## config.mk

```make
export PLATFORM = sky130hd
export DESIGN_NAME = scc_clock_source_divider
export DESIGN_NICKNAME = d
export VERILOG_FILES = /design/src/scc_pkg.sv /design/src/scc_osc_sync.sv /design/src/scc_clock_source_divider.sv
export SDC_FILE = /design/constraint.sdc
export NUM_CORES = 1
export LEC_CHECK = 0
export ABC_AREA = 1
export BUFFER_PORTS_ARGS = -buffer_cell sky130_fd_sc_hd__buf_2
export CORE_ASPECT_RATIO = 1.2
export CORE_MARGIN = 10
export CORE_UTILIZATION = 44
export CTS_CLUSTER_SIZE = 20
export DETAILED_ROUTE_END_ITERATION = 16
export GPL_TIMING_DRIVEN = 1
export SLEW_MARGIN = 5
export SYNTH_ARGS = -nofsm -noshare
export SYNTH_HDL_FRONTEND = slang
export SYNTH_SLANG_ARGS = --single-unit
```

## constraint.sdc

```tcl
create_clock -name CLK_SYS -period 12.6 [get_ports CLK_SYS]
set_input_delay 1.89 -clock CLK_SYS [delete_from_list [all_inputs] [get_ports CLK_SYS]]
set_output_delay 1.89 -clock CLK_SYS [all_outputs]
set_load 0.005 [all_outputs]
```

## src/scc_pkg.sv

```systemverilog
// constants for the system clock source selector and divider
// assumes one 10 MHz system clock and an AHB-Lite register port
// Operation
// RULE_01: runs from the fast internal oscillator during and after reset
// RULE_02: software enables and settles the main oscillator before selecting it
// RULE_03: internal oscillator divided by four is a selectable source
// RULE_04: with bypass set, source field picks main, internal, internal/4, slow
// RULE_05: only main oscillator feeds the PLL; PLL used when bypass clear, source zero
// RULE_06: software uses the PLL only with a 3.579545 to 8.192 MHz reference
// RULE_07: without PLL, software may pick any crystal from 1 to 8.192 MHz
// RULE_08: override bit makes extended register fields replace base fields
// RULE_09: in deep sleep, source and divisor come from deep-sleep configuration
// RULE_10: divisor divides PLL output or selected oscillator per bypass
// RULE_11: applied divisor is the field encoding plus one
// RULE_12: PLL output is halved before the divisor is applied
// RULE_13: encodings 0 to 2 reserved with PLL; bypassed 0 gives /2; default 0xF
// RULE_14: peripheral clocks come from system clock, each with its own enable
// RULE_15: slow internal oscillator selectable so the main oscillator may stop
// RULE_16: crystal change or PLL power-up loads relock counter 0x1200, PLL held off
// RULE_17: rewriting the same crystal value does not start a relock
// RULE_18: PLL enabled and selected together keeps oscillator until relock ends
// RULE_19: every source or divisor switch is glitch free; a forced switch off an unlocked PLL drives the output low at once, mid period
package scc_pkg;
   localparam logic [11:0] OFS_RUN  = 12'h000;
   localparam logic [11:0] OFS_EXT  = 12'h004;
   localparam logic [11:0] OFS_DSLP = 12'h008;
   localparam logic [11:0] OFS_PCLK = 12'h00C;
   localparam logic [11:0] OFS_STAT = 12'h010;

   localparam int MAIN_OSC_DIS_BIT = 0;
   localparam int SRC_LSB      = 4;
   localparam int CRYSTAL_VALUE_SEL_LSB     = 6;
   localparam int BYPASS_BIT   = 11;
   localparam int PWRDN_BIT    = 13;
   localparam int DIV_LSB      = 23;
   localparam int OVR_BIT      = 31;

   localparam int ST_DIV_LSB   = 0;
   localparam int ST_SRC_LSB   = 8;
   localparam int ST_PLL_BIT   = 12;
   localparam int ST_LOCK_BIT  = 15;
   localparam int ST_CNT_LSB   = 16;

   localparam logic [31:0] RUN_RST   = 32'h07802AD0;
   localparam logic [31:0] RUN_MASK  = 32'h07802FF1;
   localparam logic [31:0] EXT_RST   = 32'h07802810;
   localparam logic [31:0] EXT_MASK  = 32'h9F802830;
   localparam logic [31:0] DSLP_RST  = 32'h07800010;
   localparam logic [31:0] DSLP_MASK = 32'h1F800030;
   localparam logic [7:0]  PCLK_RST  = 8'h00;

   localparam logic [1:0]  SRC_MAIN  = 2'h0;
   localparam logic [1:0]  SRC_INTERNAL_OSC_FAST  = 2'h1;
   localparam logic [1:0]  SRC_IOSC4 = 2'h2;
   localparam logic [1:0]  SRC_SLOW  = 2'h3;

   localparam logic [15:0] RELOCK_COUNT = 16'h1200;
   localparam logic [1:0]  INTERNAL_OSC_FAST_QUART   = 2'h3;
   localparam logic [6:0]  DIV_MIN      = 7'h02;
   localparam logic [6:0]  RST_DIV_N    = 7'h10;
endpackage

```

## src/scc_osc_sync.sv

```systemverilog
// one oscillator input brought into the system clock as a rising-edge tick
// assumes the oscillator is slower than half the system clock
`timescale 1ns/100ps
module scc_osc_sync (
   input  wire logic clk,
   input  wire logic rst,
   input  wire logic osc_in,
   output logic      tick
);
   logic s1_r;
   logic s2_r;
   logic s3_r;
   logic level_r;

   always_ff @(posedge clk or posedge rst) begin
      if (rst) begin
         s1_r    <= 1'b0;
         s2_r    <= 1'b0;
         s3_r    <= 1'b0;
         level_r <= 1'b0;
      end else begin
         s1_r <= osc_in;
         s2_r <= s1_r;
         s3_r <= s2_r;
         if (s2_r == s3_r) begin
            level_r <= s3_r;
         end
      end
   end

   // s1 is left to settle; a new level counts once the later pair agree
   assign tick = (s2_r == s3_r) && s3_r && !level_r;
endmodule

```

## src/scc_clock_source_divider.sv

```systemverilog
// system clock source selection, PLL relock gating and output divider
// assumes oscillator inputs are raw clocks slower than half of CLK_SYS
`timescale 1ns/100ps
module scc_clock_source_divider #(
   parameter logic [15:0] RELOCK_LOAD = scc_pkg::RELOCK_COUNT
) (
   input  wire logic        CLK_SYS,
   input  wire logic        SYS_RST,
   input  wire logic        HSEL,
   input  wire logic [31:0] HADDR,
   input  wire logic [1:0]  HTRANS,
   input  wire logic        HWRITE,
   input  wire logic [2:0]  HSIZE,
   input  wire logic [31:0] HWDATA,
   input  wire logic        HREADY,
   output logic      [31:0] HRDATA,
   output logic             HREADYOUT,
   output logic             HRESP,
   input  wire logic        MAIN_OSC_IN,
   input  wire logic        INTERNAL_OSC_FAST_IN,
   input  wire logic        SLOW_OSC_IN,
   input  wire logic        PLL_VCO_IN,
   input  wire logic        DEEP_SLEEP,
   output logic             CORE_CLOCK_OUT,
   output logic             CORE_CLK_TICK,
   output logic      [7:0]  PERIPH_CLK_TICK,
   output logic             PLL_PWRDN,
   output logic             MAIN_OSC_PWRDN,
   output logic             PLL_LOCKED
);
   logic [31:0] run_clock_config_r;
   logic [31:0] run_clock_config_ext_r;
   logic [31:0] deep_sleep_clock_config_r;
   logic [7:0]  pclk_en_r;
   logic        wr_pend_r;
   logic [11:0] addr_r;
   logic [31:0] hrdata_r;
   logic [31:0] rd_val;
   logic        t_main;
   logic        t_internal_osc_fast;
   logic        t_slow;
   logic        t_vco;
   logic [1:0]  q4_r;
   logic        t_iosc4;
   logic        vco_ph_r;
   logic        t_pll;
   logic        ext_config_override;
   logic        eff_bypass;
   logic [1:0]  osc_source_sel;
   logic [5:0]  core_clock_out_divisor;
   logic        eff_pwrdn;
   logic        pwrdn_q_r;
   logic        pll_pwrup;
   logic        crystal_value_sel_chg;
   logic        crystal_value_sel_same_wr;
   logic        relock_trig;
   logic [15:0] relock_cnt_r;
   logic        pll_ready;
   logic        want_pll;
   logic [6:0]  div_n;
   logic        cur_pll_r;
   logic [1:0]  cur_src_r;
   logic [6:0]  cur_div_r;
   logic [6:0]  cnt_r;
   logic        src_tick;
   logic        wrap;
   logic        force_sw;
   logic [6:0]  cnt_nxt;
   logic [6:0]  div_nxt;
   logic        out_r;
   logic        tick_r;
   logic [7:0]  pclk_tick_r;
   logic        locked_r;
   logic        main_osc_off_r;
   logic        wrote_r;
   logic        ready_r;

   scc_osc_sync u_main (.clk(CLK_SYS), .rst(SYS_RST), .osc_in(MAIN_OSC_IN), .tick(t_main));
   scc_osc_sync u_internal_osc_fast (.clk(CLK_SYS), .rst(SYS_RST), .osc_in(INTERNAL_OSC_FAST_IN), .tick(t_internal_osc_fast));
   scc_osc_sync u_slow (.clk(CLK_SYS), .rst(SYS_RST), .osc_in(SLOW_OSC_IN), .tick(t_slow));
   scc_osc_sync u_vco  (.clk(CLK_SYS), .rst(SYS_RST), .osc_in(PLL_VCO_IN), .tick(t_vco));

   // bus slave: zero wait states, read data fetched in the address phase
   // ready is a flop, so it only rises at the first edge after reset
   always_ff @(posedge CLK_SYS or posedge SYS_RST) begin
      if (SYS_RST) begin
         wr_pend_r <= 1'b0;
         addr_r    <= 12'h000;
         hrdata_r  <= 32'h00000000;
         ready_r   <= 1'b0;
      end else if (HSEL && HREADY && HTRANS[1]) begin
         wr_pend_r <= HWRITE;
         addr_r    <= HADDR[11:0];
         hrdata_r  <= HWRITE ? 32'h00000000 : rd_val;
         ready_r   <= 1'b1;
      end else begin
         wr_pend_r <= 1'b0;
         ready_r   <= 1'b1;
      end
   end

   always_comb begin
      rd_val = 32'h00000000;
      unique case (HADDR[11:0])
         scc_pkg::OFS_RUN:  rd_val = run_clock_config_r;
         scc_pkg::OFS_EXT:  rd_val = run_clock_config_ext_r;
         scc_pkg::OFS_DSLP: rd_val = deep_sleep_clock_config_r;
         scc_pkg::OFS_PCLK: rd_val = {24'h000000, pclk_en_r};
         scc_pkg::OFS_STAT: begin
            rd_val[scc_pkg::ST_DIV_LSB +: 7]  = cur_div_r;
            rd_val[scc_pkg::ST_SRC_LSB +: 2]  = cur_src_r;
            rd_val[scc_pkg::ST_PLL_BIT]       = cur_pll_r;
            rd_val[scc_pkg::ST_LOCK_BIT]      = pll_ready;
            rd_val[scc_pkg::ST_CNT_LSB +: 16] = relock_cnt_r;
         end
         default: rd_val = 32'h00000000;
      endcase
   end

   always_ff @(posedge CLK_SYS or posedge SYS_RST) begin
      if (SYS_RST) begin
         run_clock_config_r        <= scc_pkg::RUN_RST;
         run_clock_config_ext_r    <= scc_pkg::EXT_RST;
         deep_sleep_clock_config_r <= scc_pkg::DSLP_RST;
         pclk_en_r                 <= scc_pkg::PCLK_RST;
      end else if (wr_pend_r) begin
         unique case (addr_r)
            scc_pkg::OFS_RUN:  run_clock_config_r <= HWDATA & scc_pkg::RUN_MASK;
            scc_pkg::OFS_EXT:  run_clock_config_ext_r <= HWDATA & scc_pkg::EXT_MASK;
            scc_pkg::OFS_DSLP: deep_sleep_clock_config_r <= HWDATA & scc_pkg::DSLP_MASK;
            scc_pkg::OFS_PCLK: pclk_en_r <= HWDATA[7:0];
            default: ;
         endcase
      end
   end

   // derived sources: internal/4 and halved VCO
   always_ff @(posedge CLK_SYS or posedge SYS_RST) begin
      if (SYS_RST) begin
         q4_r     <= 2'h0;
         vco_ph_r <= 1'b0;
      end else begin
         if (t_internal_osc_fast) begin
            q4_r <= q4_r + 2'h1;
         end
         if (t_vco) begin
            vco_ph_r <= ~vco_ph_r;
         end
      end
   end
   assign t_iosc4 = t_internal_osc_fast && (q4_r == scc_pkg::INTERNAL_OSC_FAST_QUART); // see RULE_03
   assign t_pll   = t_vco && vco_ph_r;                       // see RULE_12

   // effective fields: deep sleep first, then the extended override
   assign ext_config_override = run_clock_config_ext_r[scc_pkg::OVR_BIT];
   always_comb begin
      if (DEEP_SLEEP) begin // see RULE_09
         eff_bypass     = 1'b1;
         osc_source_sel = deep_sleep_clock_config_r[scc_pkg::SRC_LSB +: 2];
         core_clock_out_divisor = deep_sleep_clock_config_r[scc_pkg::DIV_LSB +: 6];
      end else if (ext_config_override) begin // see RULE_08
         eff_bypass     = run_clock_config_ext_r[scc_pkg::BYPASS_BIT];
         osc_source_sel = run_clock_config_ext_r[scc_pkg::SRC_LSB +: 2];
         core_clock_out_divisor = run_clock_config_ext_r[scc_pkg::DIV_LSB +: 6];
      end else begin
         eff_bypass     = run_clock_config_r[scc_pkg::BYPASS_BIT];
         osc_source_sel = run_clock_config_r[scc_pkg::SRC_LSB +: 2];
         core_clock_out_divisor = {2'h0, run_clock_config_r[scc_pkg::DIV_LSB +: 4]};
      end
   end
   assign eff_pwrdn = ext_config_override ? run_clock_config_ext_r[scc_pkg::PWRDN_BIT]
                                          : run_clock_config_r[scc_pkg::PWRDN_BIT];

   // relock counter runs on main oscillator ticks
   assign crystal_value_sel_same_wr = wr_pend_r && (addr_r == scc_pkg::OFS_RUN) &&
      (HWDATA[scc_pkg::CRYSTAL_VALUE_SEL_LSB +: 5] == run_clock_config_r[scc_pkg::CRYSTAL_VALUE_SEL_LSB +: 5]);
   assign crystal_value_sel_chg    = wr_pend_r && (addr_r == scc_pkg::OFS_RUN) && !crystal_value_sel_same_wr; // see RULE_17
   assign pll_pwrup   = pwrdn_q_r && !eff_pwrdn;
   assign relock_trig = crystal_value_sel_chg || pll_pwrup; // see RULE_16

   always_ff @(posedge CLK_SYS or posedge SYS_RST) begin
      if (SYS_RST) begin
         pwrdn_q_r    <= 1'b1;
         relock_cnt_r <= 16'h0000;
      end else begin
         pwrdn_q_r <= eff_pwrdn;
         if (relock_trig) begin
            relock_cnt_r <= RELOCK_LOAD; // see RULE_16
         end else if (t_main && (relock_cnt_r != 16'h0000)) begin
            relock_cnt_r <= relock_cnt_r - 16'h0001;
         end
      end
   end
   assign pll_ready = !eff_pwrdn && (relock_cnt_r == 16'h0000) && !relock_trig;

   // only the main oscillator references the PLL
   assign want_pll = !eff_bypass && (osc_source_sel == scc_pkg::SRC_MAIN) && pll_ready; // see RULE_05
   // bypassed encoding 0 still gives /2; reserved PLL codes are not trapped
   assign div_n = (core_clock_out_divisor == 6'h00) ? scc_pkg::DIV_MIN // see RULE_13
                                            : {1'b0, core_clock_out_divisor} + 7'h01; // see RULE_11

   always_comb begin
      src_tick = t_main;
      if (cur_pll_r) begin
         src_tick = t_pll; // see RULE_10
      end else begin
         unique case (cur_src_r) // see RULE_04
            scc_pkg::SRC_MAIN:  src_tick = t_main;
            scc_pkg::SRC_INTERNAL_OSC_FAST:  src_tick = t_internal_osc_fast;
            scc_pkg::SRC_IOSC4: src_tick = t_iosc4;
            scc_pkg::SRC_SLOW:  src_tick = t_slow; // see RULE_15
         endcase
      end
   end

   // new settings are taken at the end of a whole output period, or at once when force_sw is set
   assign wrap     = src_tick && (cnt_r == cur_div_r - 7'h01); // see RULE_19
   // an unlocked PLL gives no trustworthy edges, so the switch is immediate
   assign force_sw = cur_pll_r && !pll_ready; // see RULE_18

   always_comb begin
      cnt_nxt = cnt_r;
      div_nxt = cur_div_r;
      if (force_sw || wrap) begin
         cnt_nxt = 7'h00;
         div_nxt = div_n;
      end else if (src_tick) begin
         cnt_nxt = cnt_r + 7'h01;
      end
   end

   always_ff @(posedge CLK_SYS or posedge SYS_RST) begin
      if (SYS_RST) begin
         cur_pll_r <= 1'b0;
         cur_src_r <= scc_pkg::SRC_INTERNAL_OSC_FAST; // see RULE_01
         cur_div_r <= scc_pkg::RST_DIV_N;
         cnt_r     <= 7'h00;
      end else begin
         cnt_r     <= cnt_nxt;
         cur_div_r <= div_nxt;
         if (force_sw || wrap) begin
            cur_pll_r <= want_pll; // see RULE_18
            cur_src_r <= osc_source_sel;
         end
      end
   end

   // output high for the first half of each period
   always_ff @(posedge CLK_SYS or posedge SYS_RST) begin
      if (SYS_RST) begin
         out_r       <= 1'b0;
         tick_r      <= 1'b0;
         pclk_tick_r <= 8'h00;
      end else begin
         out_r       <= !force_sw && (cnt_nxt < (div_nxt >> 1));
         tick_r      <= wrap && !force_sw;
         pclk_tick_r <= pclk_en_r & {8{wrap && !force_sw}}; // see RULE_14
      end
   end

   always_ff @(posedge CLK_SYS or posedge SYS_RST) begin
      if (SYS_RST) begin
         locked_r   <= 1'b0;
         main_osc_off_r <= 1'b0;
         wrote_r    <= 1'b0;
      end else begin
         locked_r   <= pll_ready;
         main_osc_off_r <= run_clock_config_r[scc_pkg::MAIN_OSC_DIS_BIT];
         if ((wr_pend_r && addr_r != scc_pkg::OFS_PCLK) || DEEP_SLEEP) begin
            wrote_r <= 1'b1;
         end
      end
   end

   assign HRDATA          = hrdata_r;
   assign HREADYOUT       = ready_r;
   assign HRESP           = 1'b0;
   assign CORE_CLOCK_OUT  = out_r;
   assign CORE_CLK_TICK   = tick_r;
   assign PERIPH_CLK_TICK = pclk_tick_r;
   assign PLL_PWRDN       = pwrdn_q_r;
   assign MAIN_OSC_PWRDN  = main_osc_off_r;
   assign PLL_LOCKED      = locked_r;
endmodule

```

Yosys cells after proc, flatten, opt, wreduce, memory -nomap -nowiden --
Index checks and enable logic that the tools add are counted.
Storage, ports and cells: bits in registers 152, bits in latches 0, RAM bits 0, memory bits (read-only) 0, input bits 79, output and inout port bits 47, word-level logic and storage cells 136, memories 0
Operators by class: add/subtract/negate cells 5, multipliers 0, div/mod/pow operators 0, magnitude comparators 1, equality and inequality tests 17, shift-type cells 0, multiplexer cells 24, bitwise logic cells 2, reduce and logical (&&, ||, !) cells 49
Operators with widths (number):
- 17-bit one-hot mux with 4 select lines | 1
- 12-bit by 4-bit equality test with 1-bit output, second input constant | 4
- 7-bit one-hot mux with 5 select lines | 1
- 16-bit 2-to-1 mux | 2
- 32-bit 2-to-1 mux | 1
- 7-bit 2-to-1 mux | 4
- 1-bit logical AND | 25
- 12-bit by 3-bit equality test with 1-bit output, second input constant | 2
- 12-bit logical NOT | 2
- 16-bit logical NOT | 1
- 16-bit nonzero test | 1
- 16-bit by 1-bit subtractor with 16-bit output, second input constant | 1
- 12-bit by 5-bit equality test with 1-bit output, second input constant | 1
- 6-bit 2-to-1 mux | 2
- 1-bit logical NOT | 10
- 8-bit bitwise AND | 1
- 2-bit one-hot mux with 2 select lines | 2
- 2-bit AND reduction | 4
- 6-bit by 1-bit adder with 7-bit output, second input constant | 1
- 7-bit by 1-bit adder with 7-bit output, second input constant | 1
- 7-bit equality test | 1
- 7-bit by 6-bit < comparator with 1-bit output | 1
- 7-bit by 1-bit subtractor with 7-bit output, second input constant | 1
- 2-bit equality test, second input constant | 3
- 13 further kinds | 25

Depth between registers and ports, before layout --
depth in word-level cells 14, mapped depth 21

Cells and area by module --
Synthesis repeated with hierarchy kept, for this count alone.
Second synthesis, totals: cells, all modules 874, area, all modules 7547.2 µm²
Modules (own cells, without submodules):
- scc_clock_source_divider | times used 1, cells each 826, area an instance 6991.7 µm²
- scc_osc_sync | times used 4, cells each 12, area an instance 138.9 µm²

Worst setup path before layout --
Ideal clock, no wire load.
path type input -> register, start in DEEP_SLEEP, end reg out_r, in the netlist CORE_CLOCK_OUT, library setup time 73 ps, data arrival time 3844 ps, required time 12527 ps, setup slack 8683 ps, cell stages on the path 16, path buffers 1, cells stage by stage inv_2 -> buf_4 -> o211ai_1 -> o21a_1 -> inv_1 -> ha_1 -> inv_1 -> or2_1 -> nor3_1 -> nand3_1 -> o21ai_2 -> inv_2 -> ha_1 -> a21oi_1 -> o2111ai_1 -> a21oi_2
On the way: word-level cells in the longest chain between the ends 6
Ends and longest elaborated chain:
- start, declared | RTL line scc_clock_source_divider.sv:23 | input wire logic DEEP_SLEEP,
- 6-bit 2-to-1 mux (*) | RTL line scc_clock_source_divider.sv:157 | if (DEEP_SLEEP) begin
- 6-bit by 1-bit adder with 7-bit output or 6-bit logical NOT (tied branches) | RTL line scc_clock_source_divider.sv:200, scc_clock_source_divider.sv:199
- 7-bit 2-to-1 mux (*) | RTL line scc_clock_source_divider.sv:199 | assign div_n = (core_clock_out_divisor == 6'h00) ? scc_pkg::DIV_MIN
- 7-bit 2-to-1 mux (*) | RTL line scc_clock_source_divider.sv:224 | if (force_sw || wrap) begin
- via div_nxt[6] | RTL line scc_clock_source_divider.sv:69 | logic [6:0] div_nxt;
- 7-bit by 6-bit < comparator with 1-bit output (*) | RTL line scc_clock_source_divider.sv:255 | out_r <= !force_sw && (cnt_nxt < (div_nxt >> 1));
- 1-bit logical AND (*) | RTL line scc_clock_source_divider.sv:255
- end signal, assigned | RTL line scc_clock_source_divider.sv:255
- end, declared | RTL line scc_clock_source_divider.sv:70 | logic out_r;
Mark *: on every way through the listed nets, which the timed path passes. The rest lies on a longest branch. A chain may end at the register's enable or synchronous reset.

Final worst setup path --
Ends and elaborated chain as after synthesis.

==> impl_metrics.prom <==
# TYPE chip_impl_metric gauge
chip_impl_info{name="status",value="finished clean"} 1
chip_impl_info{name="tritoncts_clock_tree",value="done"} 1
chip_impl_metric{name="design.core.area",unit="sq mm"} 0.01640
chip_impl_info{name="dominantRegCellSynth",value="sky130_fd_sc_hd__dfrtp_1"} 1
chip_impl_metric{name="worst_hold_path.num_cells",unit=""} 0
chip_impl_info{name="min_from",value="u_main.s1_r$_DFF_PP0_"} 1
chip_impl_metric{name="power.leakage",unit="nW"} 4.514
chip_impl_metric{name="syn-cell-area",unit="sq mm"} 0.007407
chip_impl_metric{name="maxCapViolations",unit=""} 0
chip_impl_metric{name="synth.distinct_cells",unit=""} 52
chip_impl_metric{name="die-area",unit="sq mm"} 0.02245
chip_impl_metric{name="postCtsSetupRepairBufs",unit=""} 0
chip_impl_info{name="setup.worst_path.class",value="input pin to flip-flop"} 1
chip_impl_metric{name="drt_pass1_iterations",unit=""} 5
chip_impl_metric{name="placement_rows",unit=""} 51
chip_impl_metric{name="clkSlewWorstSetupHoldPaths",unit="ns"} 0.07
chip_impl_metric{name="timing.hold.ws",unit="ns"} 0.3520
chip_impl_metric{name="timing.clock.skew",unit="ns"} 0.01115
chip_impl_metric{name="critical_path_peak_fanout",unit=""} 12
chip_impl_metric{name="synth.yosys.warnings",unit=""} 0
chip_impl_metric{name="rr_worst_depth",unit=""} 15
chip_impl_metric{name="final.min_clock_period",unit="ns"} 3.938
chip_impl_metric{name="fill_cells",unit=""} 1549
chip_impl_metric{name="pin_count_of_the_biggest_net_entering_global_routing",unit=""} 82
chip_impl_metric{name="floorplan.initialDensity",unit="%"} 45.17
chip_impl_info{name="crit-reg2reg-capture",value="CORE_CLOCK_OUT$_DFF_PP0_"} 1
chip_impl_metric{name="count_of_flip_flops_with_a_built_in_enable_after_synthesis",unit=""} 0
chip_impl_metric{name="power_per_cell_area",unit="mW/mm^2"} 167.9
chip_impl_metric{name="setup_viol_count_final",unit=""} 0
chip_impl_metric{name="number_of_global_route_vias_before_repair",unit=""} 5807
chip_impl_metric{name="slew_headroom",unit="%"} 39.73
chip_impl_metric{name="finish.net_count",unit=""} 1052
chip_impl_info{name="mostFrequentLayoutCells",value="sky130_fd_sc_hd__nand2_1 (176), sky130_fd_sc_hd__dfrtp_1 (126), sky130_fd_sc_hd__inv_1 (118)"} 1
chip_impl_metric{name="cts.path.max_buffers",unit=""} 2
chip_impl_metric{name="dpl.hpwl",unit="um"} 13870
chip_impl_metric{name="global_route.usage.total",unit="%"} 16.72
chip_impl_metric{name="cts.repair.resized",unit=""} 0
chip_impl_metric{name="grtUsageMet3",unit="%"} 3.967
chip_impl_info{name="start_kind",value="input pin"} 1
chip_impl_metric{name="grt_first_pass_wirelength",unit="um"} 30410
chip_impl_info{name="grt_most_used_layer",value="met2"} 1
chip_impl_info{name="most_common_cell_after_layout_fill_and_taps_aside",value="sky130_fd_sc_hd__nand2_1"} 1
chip_impl_metric{name="fin_crit_sh",unit="%"} 31.25
chip_impl_metric{name="antenna_found_initial",unit=""} 1
chip_impl_metric{name="postSynthCellCount",unit=""} 869
chip_impl_metric{name="gr-total-overflow",unit=""} 0
chip_impl_metric{name="vias",unit=""} 5827
chip_impl_metric{name="reg2reg_slack",unit="ns"} 9.63
chip_impl_metric{name="drtIter0Drc",unit=""} 468
chip_impl_metric{name="required",unit="ns"} 12.95
chip_impl_metric{name="drtAntennaViolNets",unit=""} 0
chip_impl_metric{name="drc",unit=""} 0
chip_impl_info{name="critical_path.reg2reg.startpoint",value="addr_r[4]$_DFFE_PP0P_"} 1
chip_impl_metric{name="ys_seq_elements",unit=""} 151
chip_impl_info{name="root_buffer_master",value="sky130_fd_sc_hd__clkbuf_16"} 1
chip_impl_metric{name="slew_viol_final",unit=""} 0
chip_impl_metric{name="wl_per_cell",unit="um"} 15.50
chip_impl_metric{name="postRouteWirelength",unit="um"} 18320
chip_impl_metric{name="area.growth.synth_to_final",unit="%"} 16.74
chip_impl_metric{name="ir_drop_worst_vdd",unit="uV"} 94.63
chip_impl_metric{name="placement.io_buffers",unit=""} 87
chip_impl_metric{name="worst-endpoint-arrival",unit="ns"} 4.29
chip_impl_info{name="worst_hold_path.endpoint",value="u_main.s2_r$_DFF_PP0_"} 1
chip_impl_metric{name="final_layout_size_suffix_gt1_share",unit="%"} 21.55
chip_impl_metric{name="routabilityCongestion",unit=""} 0.8908
chip_impl_metric{name="clock.fmax",unit="GHz"} 0.2540
chip_impl_metric{name="globalRouteMet2Util",unit="%"} 27.58
chip_impl_info{name="setup_repair_after_global_routing_missed_its_margin",value="false"} 1
chip_impl_info{name="hp-class",value="flip-flop to flip-flop"} 1
chip_impl_metric{name="setup_tns",unit="ns"} 0
chip_impl_metric{name="antenna_cells",unit=""} 0
chip_impl_metric{name="cts_sinks",unit=""} 151
chip_impl_metric{name="worst_slew_pin_slew",unit="ns"} 0.9008
chip_impl_metric{name="final-hold-violation-count",unit=""} 0
chip_impl_metric{name="dieHeight",unit="um"} 162.1
chip_impl_metric{name="use_met1",unit="%"} 20.89
chip_impl_metric{name="boundaryPins",unit=""} 126
chip_impl_metric{name="clock_buffer_count_from_cts",unit=""} 17
chip_impl_metric{name="synth-seq-area-share",unit="%"} 51.44
chip_impl_metric{name="clk_latency",unit="ns"} 0.43
chip_impl_metric{name="fraction_of_registers_with_async_set_reset",unit="%"} 100.0
chip_impl_info{name="timing.critical_path.to_type",value="flip-flop"} 1
chip_impl_metric{name="ctsHoldBuffers",unit=""} 0
chip_impl_metric{name="htree_num_levels",unit=""} 4
chip_impl_metric{name="synth_area_per_cell",unit="sq um"} 8.524
chip_impl_metric{name="avgViaCountPerCell",unit=""} 4.930
chip_impl_metric{name="die_w",unit="um"} 138.4
[final cells by class]
type                            instances  area [sq um]  share of cell area (%)
Sequential cell                       151          3810                   44.06
Multi-Input combinational cell        567          3007                   34.77
Inverter                              130         495.5                   5.730
Timing Repair Buffer                   90         457.9                   5.296
Clock buffer                           17         425.4                   4.920
Tap cell                              212         265.3                   3.068
Clock inverter                         15         186.4                   2.156
[registers in the layout, indices dropped and copies added, names as in the netlist, 2 cells and up]
| register | cells |
|---|---|
| run_clock_config_ext_r | 11 |
| addr_r | 12 |
| cur_src_r | 2 |
| cur_div_r | 7 |
| relock_cnt_r | 16 |
| deep_sleep_clock_config_r | 8 |
| q4_r | 2 |
| cnt_r | 7 |
| PERIPH_CLK_TICK | 8 |
| HRDATA | 31 |
| pclk_en_r | 8 |
| run_clock_config_r | 14 |
[critical path, cell delays in order]
cell	delay, ns
sky130_fd_sc_hd__buf_2	0.13
sky130_fd_sc_hd__inv_2	0.17
sky130_fd_sc_hd__o211ai_1	0.12
sky130_fd_sc_hd__o21a_1	0.16
sky130_fd_sc_hd__inv_1	0.09
sky130_fd_sc_hd__ha_1	0.14
sky130_fd_sc_hd__inv_1	0.04
sky130_fd_sc_hd__or2_1	0.26
sky130_fd_sc_hd__nor3_1	0.26
sky130_fd_sc_hd__nand3_1	0.13
sky130_fd_sc_hd__o21ai_2	0.10
sky130_fd_sc_hd__inv_2	0.05
sky130_fd_sc_hd__ha_1	0.30
sky130_fd_sc_hd__a21oi_1	0.16
sky130_fd_sc_hd__o2111ai_1	0.14
sky130_fd_sc_hd__a21oi_2	0.15
[worst max-delay path by stage]
stage	cells past startpoint	slack, ns	to	from
3_3_place_gp	16	8.26	CORE_CLOCK_OUT$_DFF_PP0_	DEEP_SLEEP
5_1_grt	16	8.49	CORE_CLOCK_OUT$_DFF_PP0_	DEEP_SLEEP
6_report	16	8.66	CORE_CLOCK_OUT$_DFF_PP0_	DEEP_SLEEP
2_1_floorplan	1	6.69	CORE_CLK_TICK$_DFF_PP0_	SYS_RST
3_5_place_dp	16	8.23	CORE_CLOCK_OUT$_DFF_PP0_	DEEP_SLEEP
4_1_cts	16	8.67	CORE_CLOCK_OUT$_DFF_PP0_	DEEP_SLEEP
[where the power goes]
group | total [mW] | internal [mW] | switching [mW]
clock network | 0.527 | 0.301 | 0.226
logic | 0.327 | 0.119 | 0.208
registers | 0.598 | 0.545 | 0.0535
[cell usage after synthesis (all sizes together) (4+ instances only)]
| cell | n | area, sq um |
|---|---|---|
| o21ai | 83 | 434.2 |
| ha | 16 | 200.2 |
| nor2 | 89 | 396.6 |
| dfrtp | 126 | 3153 |
| a22o | 5 | 43.79 |
| o22ai | 5 | 31.28 |
| mux2 | 5 | 56.30 |
| a21oi | 42 | 225.2 |
| nor3 | 20 | 115.1 |
| clkbuf | 14 | 52.55 |
| dfstp | 25 | 656.9 |
| buf | 8 | 58.80 |
| nand4 | 10 | 68.81 |
| nand3 | 57 | 290.3 |
| inv | 130 | 490.5 |
| nand2 | 185 | 731.9 |
| o221ai | 5 | 43.79 |
| o211ai | 7 | 52.55 |
| o21a | 6 | 45.04 |
| xor2 | 5 | 43.79 |
| xnor2 | 4 | 35.03 |
[layer usage]
metal | up-vias | wire (um)
met4 | 2 | 408
met1 | 2702 | 8412
met5 | - | 13
met3 | 27 | 738
li1 | 3003 | -
met2 | 93 | 8747
[through the flow]
step                utilization [%]  area [sq um]  power (mW)  setup slack [ns]  instances
global route                  52.73          8647       1.546             8.494       1182
detailed placement            49.00          8035      0.9343             8.230       1150
global placement              49.00          8035      0.9272             8.262       1150
finish                        52.73          8647       1.452             8.662       1182
CTS                           52.73          8647       1.468             8.668       1182
floorplan                         -          7411      0.8496             6.687        870
[cell families (layout without fill, tap and decap cells)]
| family | count (synthesis) | after routing | synth area share, % |
|---|---|---|---|
| xor+xnor | 9 | 9 | 1.064 |
| mux | 5 | 5 | 0.7601 |
| buf+inv | 152 | 252 | 8.125 |
| fa+ha+maj | 16 | 16 | 2.703 |
| compound gates | 162 | 162 | 12.99 |
| simple gates | 372 | 372 | 22.82 |
| other cells | 2 | 3 | 0.1014 |
| flops | 151 | 151 | 51.44 |
Power figures use the tool's default switching activity.
